--- src/rtl/pbm_pkg.sv ---
// Function
// - Shared-strobe scheme: direction on read pin, enable strobe on write pin.
// - Separate-strobe scheme: independent read and write strobes on own pins.
// - Byte-enable pin is I/O in 8-bit mode, byte strobe in 16-bit mode.
// - Chip-select field maps top two pins to address or chip selects.
// - Address-mux field frees address pins and places latch strobes on pins 0/1.
// - Data pins carry low address (part or full mux), high address (full mux only), then one data byte per bus cycle, low byte first.
// - Trigger read drives address, pulses read strobe, captures byte into low byte.
// - 16-bit trigger read does two bus reads, low then high byte.
// - Trigger read returns the low data-in byte left by the previous read or write.
// - Trigger write drives address, puts low byte on data pins, pulses write.
// - 16-bit trigger write does two bus writes, low then high byte.
// - Busy is high for all but the final cycle of an operation.
// - Busy is kept only in master mode.
// - Trigger access while busy is ignored and starts nothing.
// - With interrupt enabled, raise interrupt at each completed bus cycle.
// - Each bus cycle takes one, two or three cycles by mux mode.
// - Upper address bits used as chip selects read as zero in high phase.
// - Auto step updates address once after each operation completes.
package pbm_pkg;
    localparam logic [1:0] MUX_NONE    = 2'h0;
    localparam logic [1:0] MUX_PART    = 2'h1;
    localparam logic [1:0] MUX_FULL    = 2'h2;
    localparam logic [1:0] CS_NONE     = 2'h0;
    localparam logic [1:0] CS_ONE      = 2'h1;
    localparam logic [1:0] CS_TWO      = 2'h2;
    localparam logic [1:0] STEP_NONE   = 2'h0;
    localparam logic [1:0] STEP_INC    = 2'h1;
    localparam logic [1:0] STEP_DEC    = 2'h2;
    localparam int         FIFO_DEPTH  = 16;
    localparam logic [15:0] ADDR_RESET = 16'h0000;
    localparam logic [15:0] DATA_RESET = 16'h0000;

    typedef enum logic [3:0] {
        PBM_IDLE  = 4'h1,
        PBM_ALOW  = 4'h2,
        PBM_AHIGH = 4'h4,
        PBM_DATA  = 4'h8
    } pbm_state_t;

    typedef struct packed {
        logic       masterMode;
        logic       sharedStrobe;
        logic       wideDataSelect;
        logic [1:0] addrMuxSelect;
        logic [1:0] chipSelectFunction;
        logic [1:0] addrStepSelect;
        logic       intEnable;
    } pbm_cfg_t;

    typedef struct packed {
        logic [7:0]  dataOut;
        logic        dataOe;
        logic [15:0] addressPins;
        logic [15:0] addressOe;
        logic        readStrobePin;
        logic        writeStrobePin;
        logic        byteEnableStrobe;
        logic        byteEnableOe;
    } pbm_pins_t;

    typedef struct packed {
        logic       write;
        logic [7:0] data;
    } pbm_req_t;
endpackage : pbm_pkg

--- src/rtl/pbm_fifo.sv ---
`timescale 1ns/10ps
`default_nettype none
module pbm_fifo #(
    parameter int WIDTH = 9,
    parameter int DEPTH = 16
) (
    // Clock and reset
    input  wire logic             clk_sys,
    input  wire logic             reset,
    // Fill side
    input  wire logic             inValid,
    output logic                  inReady,
    input  wire logic [WIDTH-1:0] inData,
    // Drain side
    output logic                  outValid,
    input  wire logic             outReady,
    output logic [WIDTH-1:0]      outData
);
    localparam int AW = $clog2(DEPTH);
    typedef struct packed {
        logic [DEPTH-1:0][WIDTH-1:0] mem;
        logic [AW-1:0]               wr;
        logic [AW-1:0]               rd;
        logic [AW:0]                 count;
    } pbm_fifo_st_t;
    pbm_fifo_st_t state_q, state_d;
    logic push, pop;

    assign inReady  = state_q.count != (AW+1)'(DEPTH);
    assign outValid = state_q.count != '0;
    assign outData  = state_q.mem[state_q.rd];
    assign push     = inValid && inReady;
    assign pop      = outValid && outReady;

    always_comb begin
        state_d = state_q;
        if (push) begin
            state_d.mem[state_q.wr] = inData;
            state_d.wr = state_q.wr + 1'b1;
        end
        if (pop) begin
            state_d.rd = state_q.rd + 1'b1;
        end
        state_d.count = state_q.count + (AW+1)'(push) - (AW+1)'(pop);
    end

    always_ff @(posedge clk_sys or posedge reset) begin
        if (reset) begin
            state_q <= '0;
        end else begin
            state_q <= state_d;
        end
    end
endmodule // pbm_fifo
`default_nettype wire

--- src/rtl/pbm_sequencer.sv ---
`timescale 1ns/10ps
`default_nettype none
module pbm_sequencer (
    // Clock and reset
    input  wire logic              clk_sys,
    input  wire logic              reset,
    // Configuration
    input  wire pbm_pkg::pbm_cfg_t cfg,
    input  wire logic [15:0]       addrLoad,
    input  wire logic              addrLoadStrobe,
    input  wire logic [7:0]        highByteWrite,
    input  wire logic              highByteStrobe,
    // Trigger access to the low data-in byte
    input  wire logic              trigValid,
    output logic                   trigReady,
    input  wire pbm_pkg::pbm_req_t trigReq,
    output logic [7:0]             trigReadData,
    // Status
    output logic                   busy,
    output logic                   cycleDone,
    output logic                   intPulse,
    output logic [15:0]            dataInReg,
    output logic [15:0]            addrReg,
    // Link pins
    input  wire logic [7:0]        dataPinsIn,
    output pbm_pkg::pbm_pins_t     pins,
    output logic                   chipSelectOne,
    output logic                   chipSelectTwo
);
    import pbm_pkg::*;

    typedef struct packed {
        pbm_state_t  st;
        logic        write;
        logic        second;
        logic [15:0] dataIn;
        logic [15:0] addr;
        logic [7:0]  lastRead;
        logic        done;
        logic        irq;
        pbm_pins_t   pins;
        logic        cs1;
        logic        cs2;
    } pbm_seq_t;

    pbm_seq_t   state_q, state_d;
    logic       fifoValid;
    logic       fifoReady;
    pbm_req_t   fifoReq;
    logic       acceptTrig;

    // Upper address byte with chip-select bits forced to zero
    function automatic logic [7:0] highAddr(input logic [15:0] a, input logic [1:0] csf);
        logic [7:0] h;
        h = a[15:8];
        if (csf == CS_ONE) begin
            h[7] = 1'b0;
        end else if (csf == CS_TWO) begin
            h[7:6] = 2'b00;
        end
        return h;
    endfunction

    // Busy trigger requests are dropped here, never queued
    assign acceptTrig = trigValid && !busy && cfg.masterMode;

    pbm_fifo #(.WIDTH(9), .DEPTH(FIFO_DEPTH)) u_fifo (
        .clk_sys  (clk_sys),
        .reset    (reset),
        .inValid  (acceptTrig),
        .inReady  (trigReady),
        .inData   (trigReq),
        .outValid (fifoValid),
        .outReady (fifoReady),
        .outData  (fifoReq)
    );

    assign fifoReady = (state_q.st == PBM_IDLE) && cfg.masterMode;

    always_comb begin
        logic lastCycle;
        logic startOp;
        logic [7:0] curByte;
        state_d = state_q;
        lastCycle = 1'b0;
        startOp = 1'b0;
        curByte = state_q.second ? state_q.dataIn[15:8] : state_q.dataIn[7:0];
        state_d.done = 1'b0;
        state_d.irq = 1'b0;
        if (addrLoadStrobe) begin
            state_d.addr = addrLoad;
        end
        if (highByteStrobe) begin
            state_d.dataIn[15:8] = highByteWrite;
        end
        // Default pin state between cycles
        state_d.pins.readStrobePin = 1'b0;
        state_d.pins.writeStrobePin = 1'b0;
        state_d.pins.byteEnableStrobe = 1'b0;
        state_d.pins.dataOe = 1'b0;
        state_d.cs1 = 1'b0;
        state_d.cs2 = 1'b0;
        unique case (state_q.st)
            PBM_IDLE: begin
                if (fifoValid && fifoReady) begin
                    startOp = 1'b1;
                    state_d.write = fifoReq.write;
                    state_d.second = 1'b0;
                    if (fifoReq.write) begin
                        state_d.dataIn[7:0] = fifoReq.data;
                    end else begin
                        state_d.lastRead = state_q.dataIn[7:0];
                    end
                end
            end
            PBM_ALOW: begin
                state_d.st = (cfg.addrMuxSelect == MUX_FULL) ? PBM_AHIGH : PBM_DATA;
            end
            PBM_AHIGH: begin
                state_d.st = PBM_DATA;
            end
            PBM_DATA: begin
                if (!state_q.write) begin
                    if (state_q.second) begin
                        state_d.dataIn[15:8] = dataPinsIn;
                    end else begin
                        state_d.dataIn[7:0] = dataPinsIn;
                    end
                end
                state_d.done = 1'b1;
                state_d.irq = cfg.intEnable;
                if (cfg.wideDataSelect && !state_q.second) begin
                    state_d.second = 1'b1;
                    startOp = 1'b1;
                end else begin
                    lastCycle = 1'b1;
                    state_d.st = PBM_IDLE;
                    unique case (cfg.addrStepSelect)
                        STEP_INC: state_d.addr = state_q.addr + 16'h0001;
                        STEP_DEC: state_d.addr = state_q.addr - 16'h0001;
                        default: state_d.addr = state_q.addr;
                    endcase
                end
            end
            default: state_d.st = PBM_IDLE;
        endcase
        if (startOp) begin
            state_d.st = (cfg.addrMuxSelect == MUX_NONE) ? PBM_DATA : PBM_ALOW;
        end
        // Drive pins for the phase being entered
        state_d.pins.addressPins = state_d.addr;
        state_d.pins.addressOe = 16'hFFFF;
        if (cfg.addrMuxSelect == MUX_PART) begin
            state_d.pins.addressOe[7:1] = 7'h00;
            state_d.pins.addressPins[0] = (state_d.st == PBM_ALOW);
        end else if (cfg.addrMuxSelect == MUX_FULL) begin
            state_d.pins.addressOe[13:2] = 12'h000;
            state_d.pins.addressPins[0] = (state_d.st == PBM_ALOW);
            state_d.pins.addressPins[1] = (state_d.st == PBM_AHIGH);
        end
        if (cfg.chipSelectFunction != CS_NONE) begin
            state_d.pins.addressOe[15] = 1'b0;
            state_d.cs2 = (state_d.st != PBM_IDLE) && state_d.addr[15];
        end
        if (cfg.chipSelectFunction == CS_TWO) begin
            state_d.pins.addressOe[14] = 1'b0;
            state_d.cs1 = (state_d.st != PBM_IDLE) && state_d.addr[14];
        end
        curByte = state_d.second ? state_d.dataIn[15:8] : state_d.dataIn[7:0];
        unique case (state_d.st)
            PBM_ALOW: begin
                state_d.pins.dataOut = state_d.addr[7:0];
                state_d.pins.dataOe = 1'b1;
            end
            PBM_AHIGH: begin
                state_d.pins.dataOut = highAddr(state_d.addr, cfg.chipSelectFunction);
                state_d.pins.dataOe = 1'b1;
            end
            PBM_DATA: begin
                state_d.pins.dataOut = curByte;
                state_d.pins.dataOe = state_d.write;
                if (cfg.sharedStrobe) begin
                    state_d.pins.readStrobePin = !state_d.write;
                    state_d.pins.writeStrobePin = 1'b1;
                end else begin
                    state_d.pins.readStrobePin = !state_d.write;
                    state_d.pins.writeStrobePin = state_d.write;
                end
                state_d.pins.byteEnableStrobe = state_d.second;
            end
            default: state_d.pins.dataOut = state_q.pins.dataOut;
        endcase
        state_d.pins.byteEnableOe = cfg.wideDataSelect;
        if (!cfg.masterMode) begin
            state_d.st = PBM_IDLE;
            state_d.pins.addressOe = 16'h0000;
            state_d.pins.dataOe = 1'b0;
            state_d.pins.readStrobePin = 1'b0;
            state_d.pins.writeStrobePin = 1'b0;
            state_d.pins.byteEnableOe = 1'b0;
        end
        if (lastCycle) begin
            state_d.second = 1'b0;
        end
    end

    always_ff @(posedge clk_sys or posedge reset) begin
        if (reset) begin
            state_q <= '{st: PBM_IDLE, dataIn: DATA_RESET, addr: ADDR_RESET, default: '0};
        end else begin
            state_q <= state_d;
        end
    end

    // Busy covers all but the last cycle; single-cycle ops show it only while queued
    assign busy = cfg.masterMode && (fifoValid || (state_q.st != PBM_IDLE &&
                  !(state_q.st == PBM_DATA && !(cfg.wideDataSelect && !state_q.second))));
    assign cycleDone    = state_q.done;
    assign intPulse     = state_q.irq;
    assign trigReadData = state_q.lastRead;
    assign dataInReg    = state_q.dataIn;
    assign addrReg      = state_q.addr;
    assign pins         = state_q.pins;
    assign chipSelectOne = state_q.cs1;
    assign chipSelectTwo = state_q.cs2;
endmodule // pbm_sequencer
`default_nettype wire

--- config.mk ---
export PLATFORM = sky130hd
export DESIGN_NAME = pbm_sequencer
export DESIGN_NICKNAME = d
export VERILOG_FILES = /design/src/rtl/pbm_pkg.sv /design/src/rtl/pbm_fifo.sv /design/src/rtl/pbm_sequencer.sv
export SDC_FILE = /design/constraint.sdc
export NUM_CORES = 1
export LEC_CHECK = 0
export BUFFER_PORTS_ARGS = -buffer_cell sky130_fd_sc_hd__buf_2
export CAP_MARGIN = 20
export CORE_ASPECT_RATIO = 1.4
export CORE_MARGIN = 2
export CORE_UTILIZATION = 45
export CTS_CLUSTER_DIAMETER = 150
export DETAILED_ROUTE_END_ITERATION = 8
export PLACE_DENSITY_LB_ADDON = 0.12
export SLEW_MARGIN = 10
export SYNTH_ARGS = -nofsm -noshare
export SYNTH_HDL_FRONTEND = slang
export SYNTH_SLANG_ARGS = --single-unit
--- constraint.sdc ---
create_clock -name clk_sys -period 10.3 [get_ports clk_sys]
set_input_delay 3.09 -clock clk_sys [delete_from_list [all_inputs] [get_ports clk_sys]]
set_output_delay 3.09 -clock clk_sys [all_outputs]
set_load 0.01 [all_outputs]
==> results.toml <==
[pwr]
leakagePower_nw = 6.492
p_clk_share_pct = 32.2
ir_worst_vdd_mv = 0.1034
total_power_mw = 2.634
pwr-share-comb_pct = 25.8
power_frac_seq_pct = 42.0
power-per-cell-area_nw_per_um2 = 195.8
p_int_mw = 1.811
swShare_pct = 31.26
switchingPower_mw = 0.8235

[timing]
rsz0062_at_grt = "no"
finalCriticalPeriod_ns = 7.216
post-route-period-util_pct = 70.06
final_max_slew_viol_count = 0
setup-violations-final = 0
skew_ns = 0.01113
maxSlewHeadroom_pct = 38.66
worst_slew_pin_slew_ns = 0.9082
fin_setup_tns_ns = 0
hold_viol_final = 0
fmax_mhz = 138.6

[global_routing]
grt_pass1_vias = 8339
grt.overflow.total = 0
grt_usage_pct = 22.15
antenna_found_initial = 1
grt_max_degree = 98
grt_pass1_wl_mm = 48.53

[synthesis]
avgSynthCellArea_um2 = 11.95
syn_area_um2 = 12300
ys_warn_count = 0
synthXorXnorAreaFrac_pct = 1.424
synthesis.nets = 1103
synthArstFlopShare_pct = 100.0
ys_seq_area_share_pct = 46.40
synth_cell_type_count = 78
synthCells = 1029
synth_top_family_by_area = "multiplexers"
yosys-mux-area-fraction_pct = 23.20
ys_ff_latch = 228
synth_top_flop_cell = "dfrtp_1"
synthAdderAreaFrac_pct = 1.892
synth-simple-area-share_pct = 10.58
synth_edf_count = 0
synth_compound_area_share_pct = 8.271

[clocking]
cts_made_buffers = 23
cts_tree = "built"
post_cts_resize_count = 0
cts_hold_buffers = 0
cts.path.max_buffers = 3
post_cts_buffers = 0
cts_root_buffer = "clkbuf_16"
htreeDepth = 1
clk_latency_ns = 0.50
cts_num_sinks = 228
clkTransAtPathRegs_ns = 0.06

[critical_path]
r2r_cells = 9
crit_type = "primary input to output port"
r2r_slack_ns = 6.95
cp.required_ns = 7.21
critical_path_peak_fanout = 15
startpoint_type = "primary input"
arrival_ns = 4.13
timing.rr.start = "state_q[93]"
cp-end-kind = "output port"
timing.rr.end = "pins[38]"
endpoint = "busy"
startpoint = "cfg[7]"

[detailed_routing]
drc = 0
antenna_left = 0
wirelength_mm = 31.19
vias = 8142
avgRoutedWirePerCell_um = 21.45
drtIter0Drc = 392
via_per_inst = 5.600
dr.pass1.iters = 6

[finish]
syn2layout_area_growth_pct = 9.411
drive_above_1_share_pct = 37.04
final_cell_mix = "dfrtp_1, buf_2, mux2_2"
fillerInstances = 2484
final_common_cell = "dfrtp_1"
nets = 1146

[hold_path]
min_from = "u_fifo.state_q[51]"
hp-class = "flop to flop"

[place]
place_congestion = 0.9155
hpwlAfterDp_mm = 21.91
port_buffers = 146

[floorplan]
die_x_um = 143.7
coreArea_um2 = 26920
die_h_um = 199.6
num_rows = 71
dieArea_um2 = 28690
io_pins = 147
start_util_pct = 45.69

[outcome]
outcome = "finished clean"

[job]
max-cap-violations = 0
-- routing by layer --
layer / track usage [%] / vias to the layer above / part of all wire (%)
li1: - / 3716 / -
met1: 27.26 / 4141 / 41
met2: 39.26 / 214 / 51
met3: 2.995 / 71 / 4.2
met4: 8.642 / 0 / 3.8
met5: 0 / - / 0
-- worst max-delay path, cell delays in order --
cell	delay, ns
buf_2	0.12
nor2b_1	0.17
nor2_4	0.31
nor2_1	0.12
nor2_2	0.12
nor2_1	0.06
buf_2	0.14
-- cells in the mapped netlist, drive strengths merged, types with 4 or more instances --
library cell | count | area [µm²]
a221oi | 7 | 61.31
clkbuf | 31 | 116.4
buf | 107 | 783.3
mux2i | 18 | 180.2
nor2b | 11 | 68.82
a32oi | 4 | 35.03
a211oi | 13 | 97.59
nand2b | 14 | 87.58
o21ai | 23 | 115.1
or3 | 5 | 31.28
a221o | 8 | 80.08
a31oi | 4 | 25.02
inv | 29 | 108.9
dfrtp | 227 | 5680
a21oi | 31 | 158.9
o21a | 5 | 37.54
a21o | 5 | 37.54
o31ai | 5 | 37.54
nand4 | 4 | 25.02
xnor2 | 15 | 131.4
nor3 | 18 | 100.1
mux2 | 154 | 1734
or2 | 4 | 25.02
nand2 | 56 | 225.2
and2 | 9 | 56.30
nand3 | 11 | 75.07
nor2 | 86 | 456.7
and3 | 4 | 30.03
o22ai | 10 | 62.56
xor2 | 5 | 43.79
ha | 17 | 212.7
mux4 | 41 | 938.4
o211ai | 5 | 37.54
-- through the flow --
step | utilization (%) | instances | setup WS, ns | hold WS (ns) | area, µm²
finish | 49.99 | 1454 | 3.084 | 0.4845 | 13460
global route | 49.99 | 1454 | 2.974 | 0.5009 | 13460
CTS | 49.88 | 1452 | 3.072 | 0.4886 | 13430
global placement | 47.04 | 1411 | 3.097 | 0.4594 | 12660
floorplan | - | 1029 | 0.9638 | 0.4498 | 12300
detailed placement | 47.04 | 1411 | 3.077 | 0.4693 | 12660
-- power groups by stage --
stage / registers (mW) / clock network, mW / logic [mW]
after CTS: 1.11 / 0.866 / 0.688
after global routing: 1.12 / 0.907 / 0.751
final: 1.11 / 0.848 / 0.679
after detailed placement: 1.12 / 0 / 0.686
after global placement: 1.12 / 0 / 0.681
after floorplan: 1.08 / 0 / 0.603
-- worst min path at each step --
stage,endpoint,slack [ns],cells past startpoint
2_1_floorplan,u_fifo.state_q[125],0.45,1
3_3_place_gp,u_fifo.state_q[125],0.46,1
3_5_place_dp,u_fifo.state_q[68],0.47,1
4_1_cts,u_fifo.state_q[51],0.49,1
5_1_grt,u_fifo.state_q[68],0.50,1
6_report,u_fifo.state_q[51],0.48,1
-- logic make-up (layout without fill, tap and decap cells) --
| logic type | Yosys count | count (layout) |
|---|---|---|
| buf+inv | 168 | 227 |
| compound gates | 146 | 146 |
| xor+xnor | 20 | 20 |
| fa+ha+maj | 18 | 18 |
| flops | 228 | 228 |
| simple gates | 236 | 236 |
| mux | 213 | 213 |
| other cells | 0 | 1 |
-- sequential cells by signal (all words and copies together) (netlist names), 3 cells and up --
name	cells
u_fifo.state_q	157
addrReg	3
pins	34
dataInReg	16
trigReadData	8
state_q	6
-- layout make-up --
class | count | area [µm²] | area share [%]
antenna | 1 | 2.502 | 0.01860
multi-input combinational | 633 | 5579 | 41.46
tap | 365 | 456.7 | 3.394
clock inverter | 8 | 90.09 | 0.6695
clock buffer | 33 | 673.1 | 5.003
timing repair buffer | 156 | 825.8 | 6.137
inverter | 30 | 120.1 | 0.8927
sequential | 228 | 5708 | 42.42
Note: power is estimated with default switching activity, not from simulation.
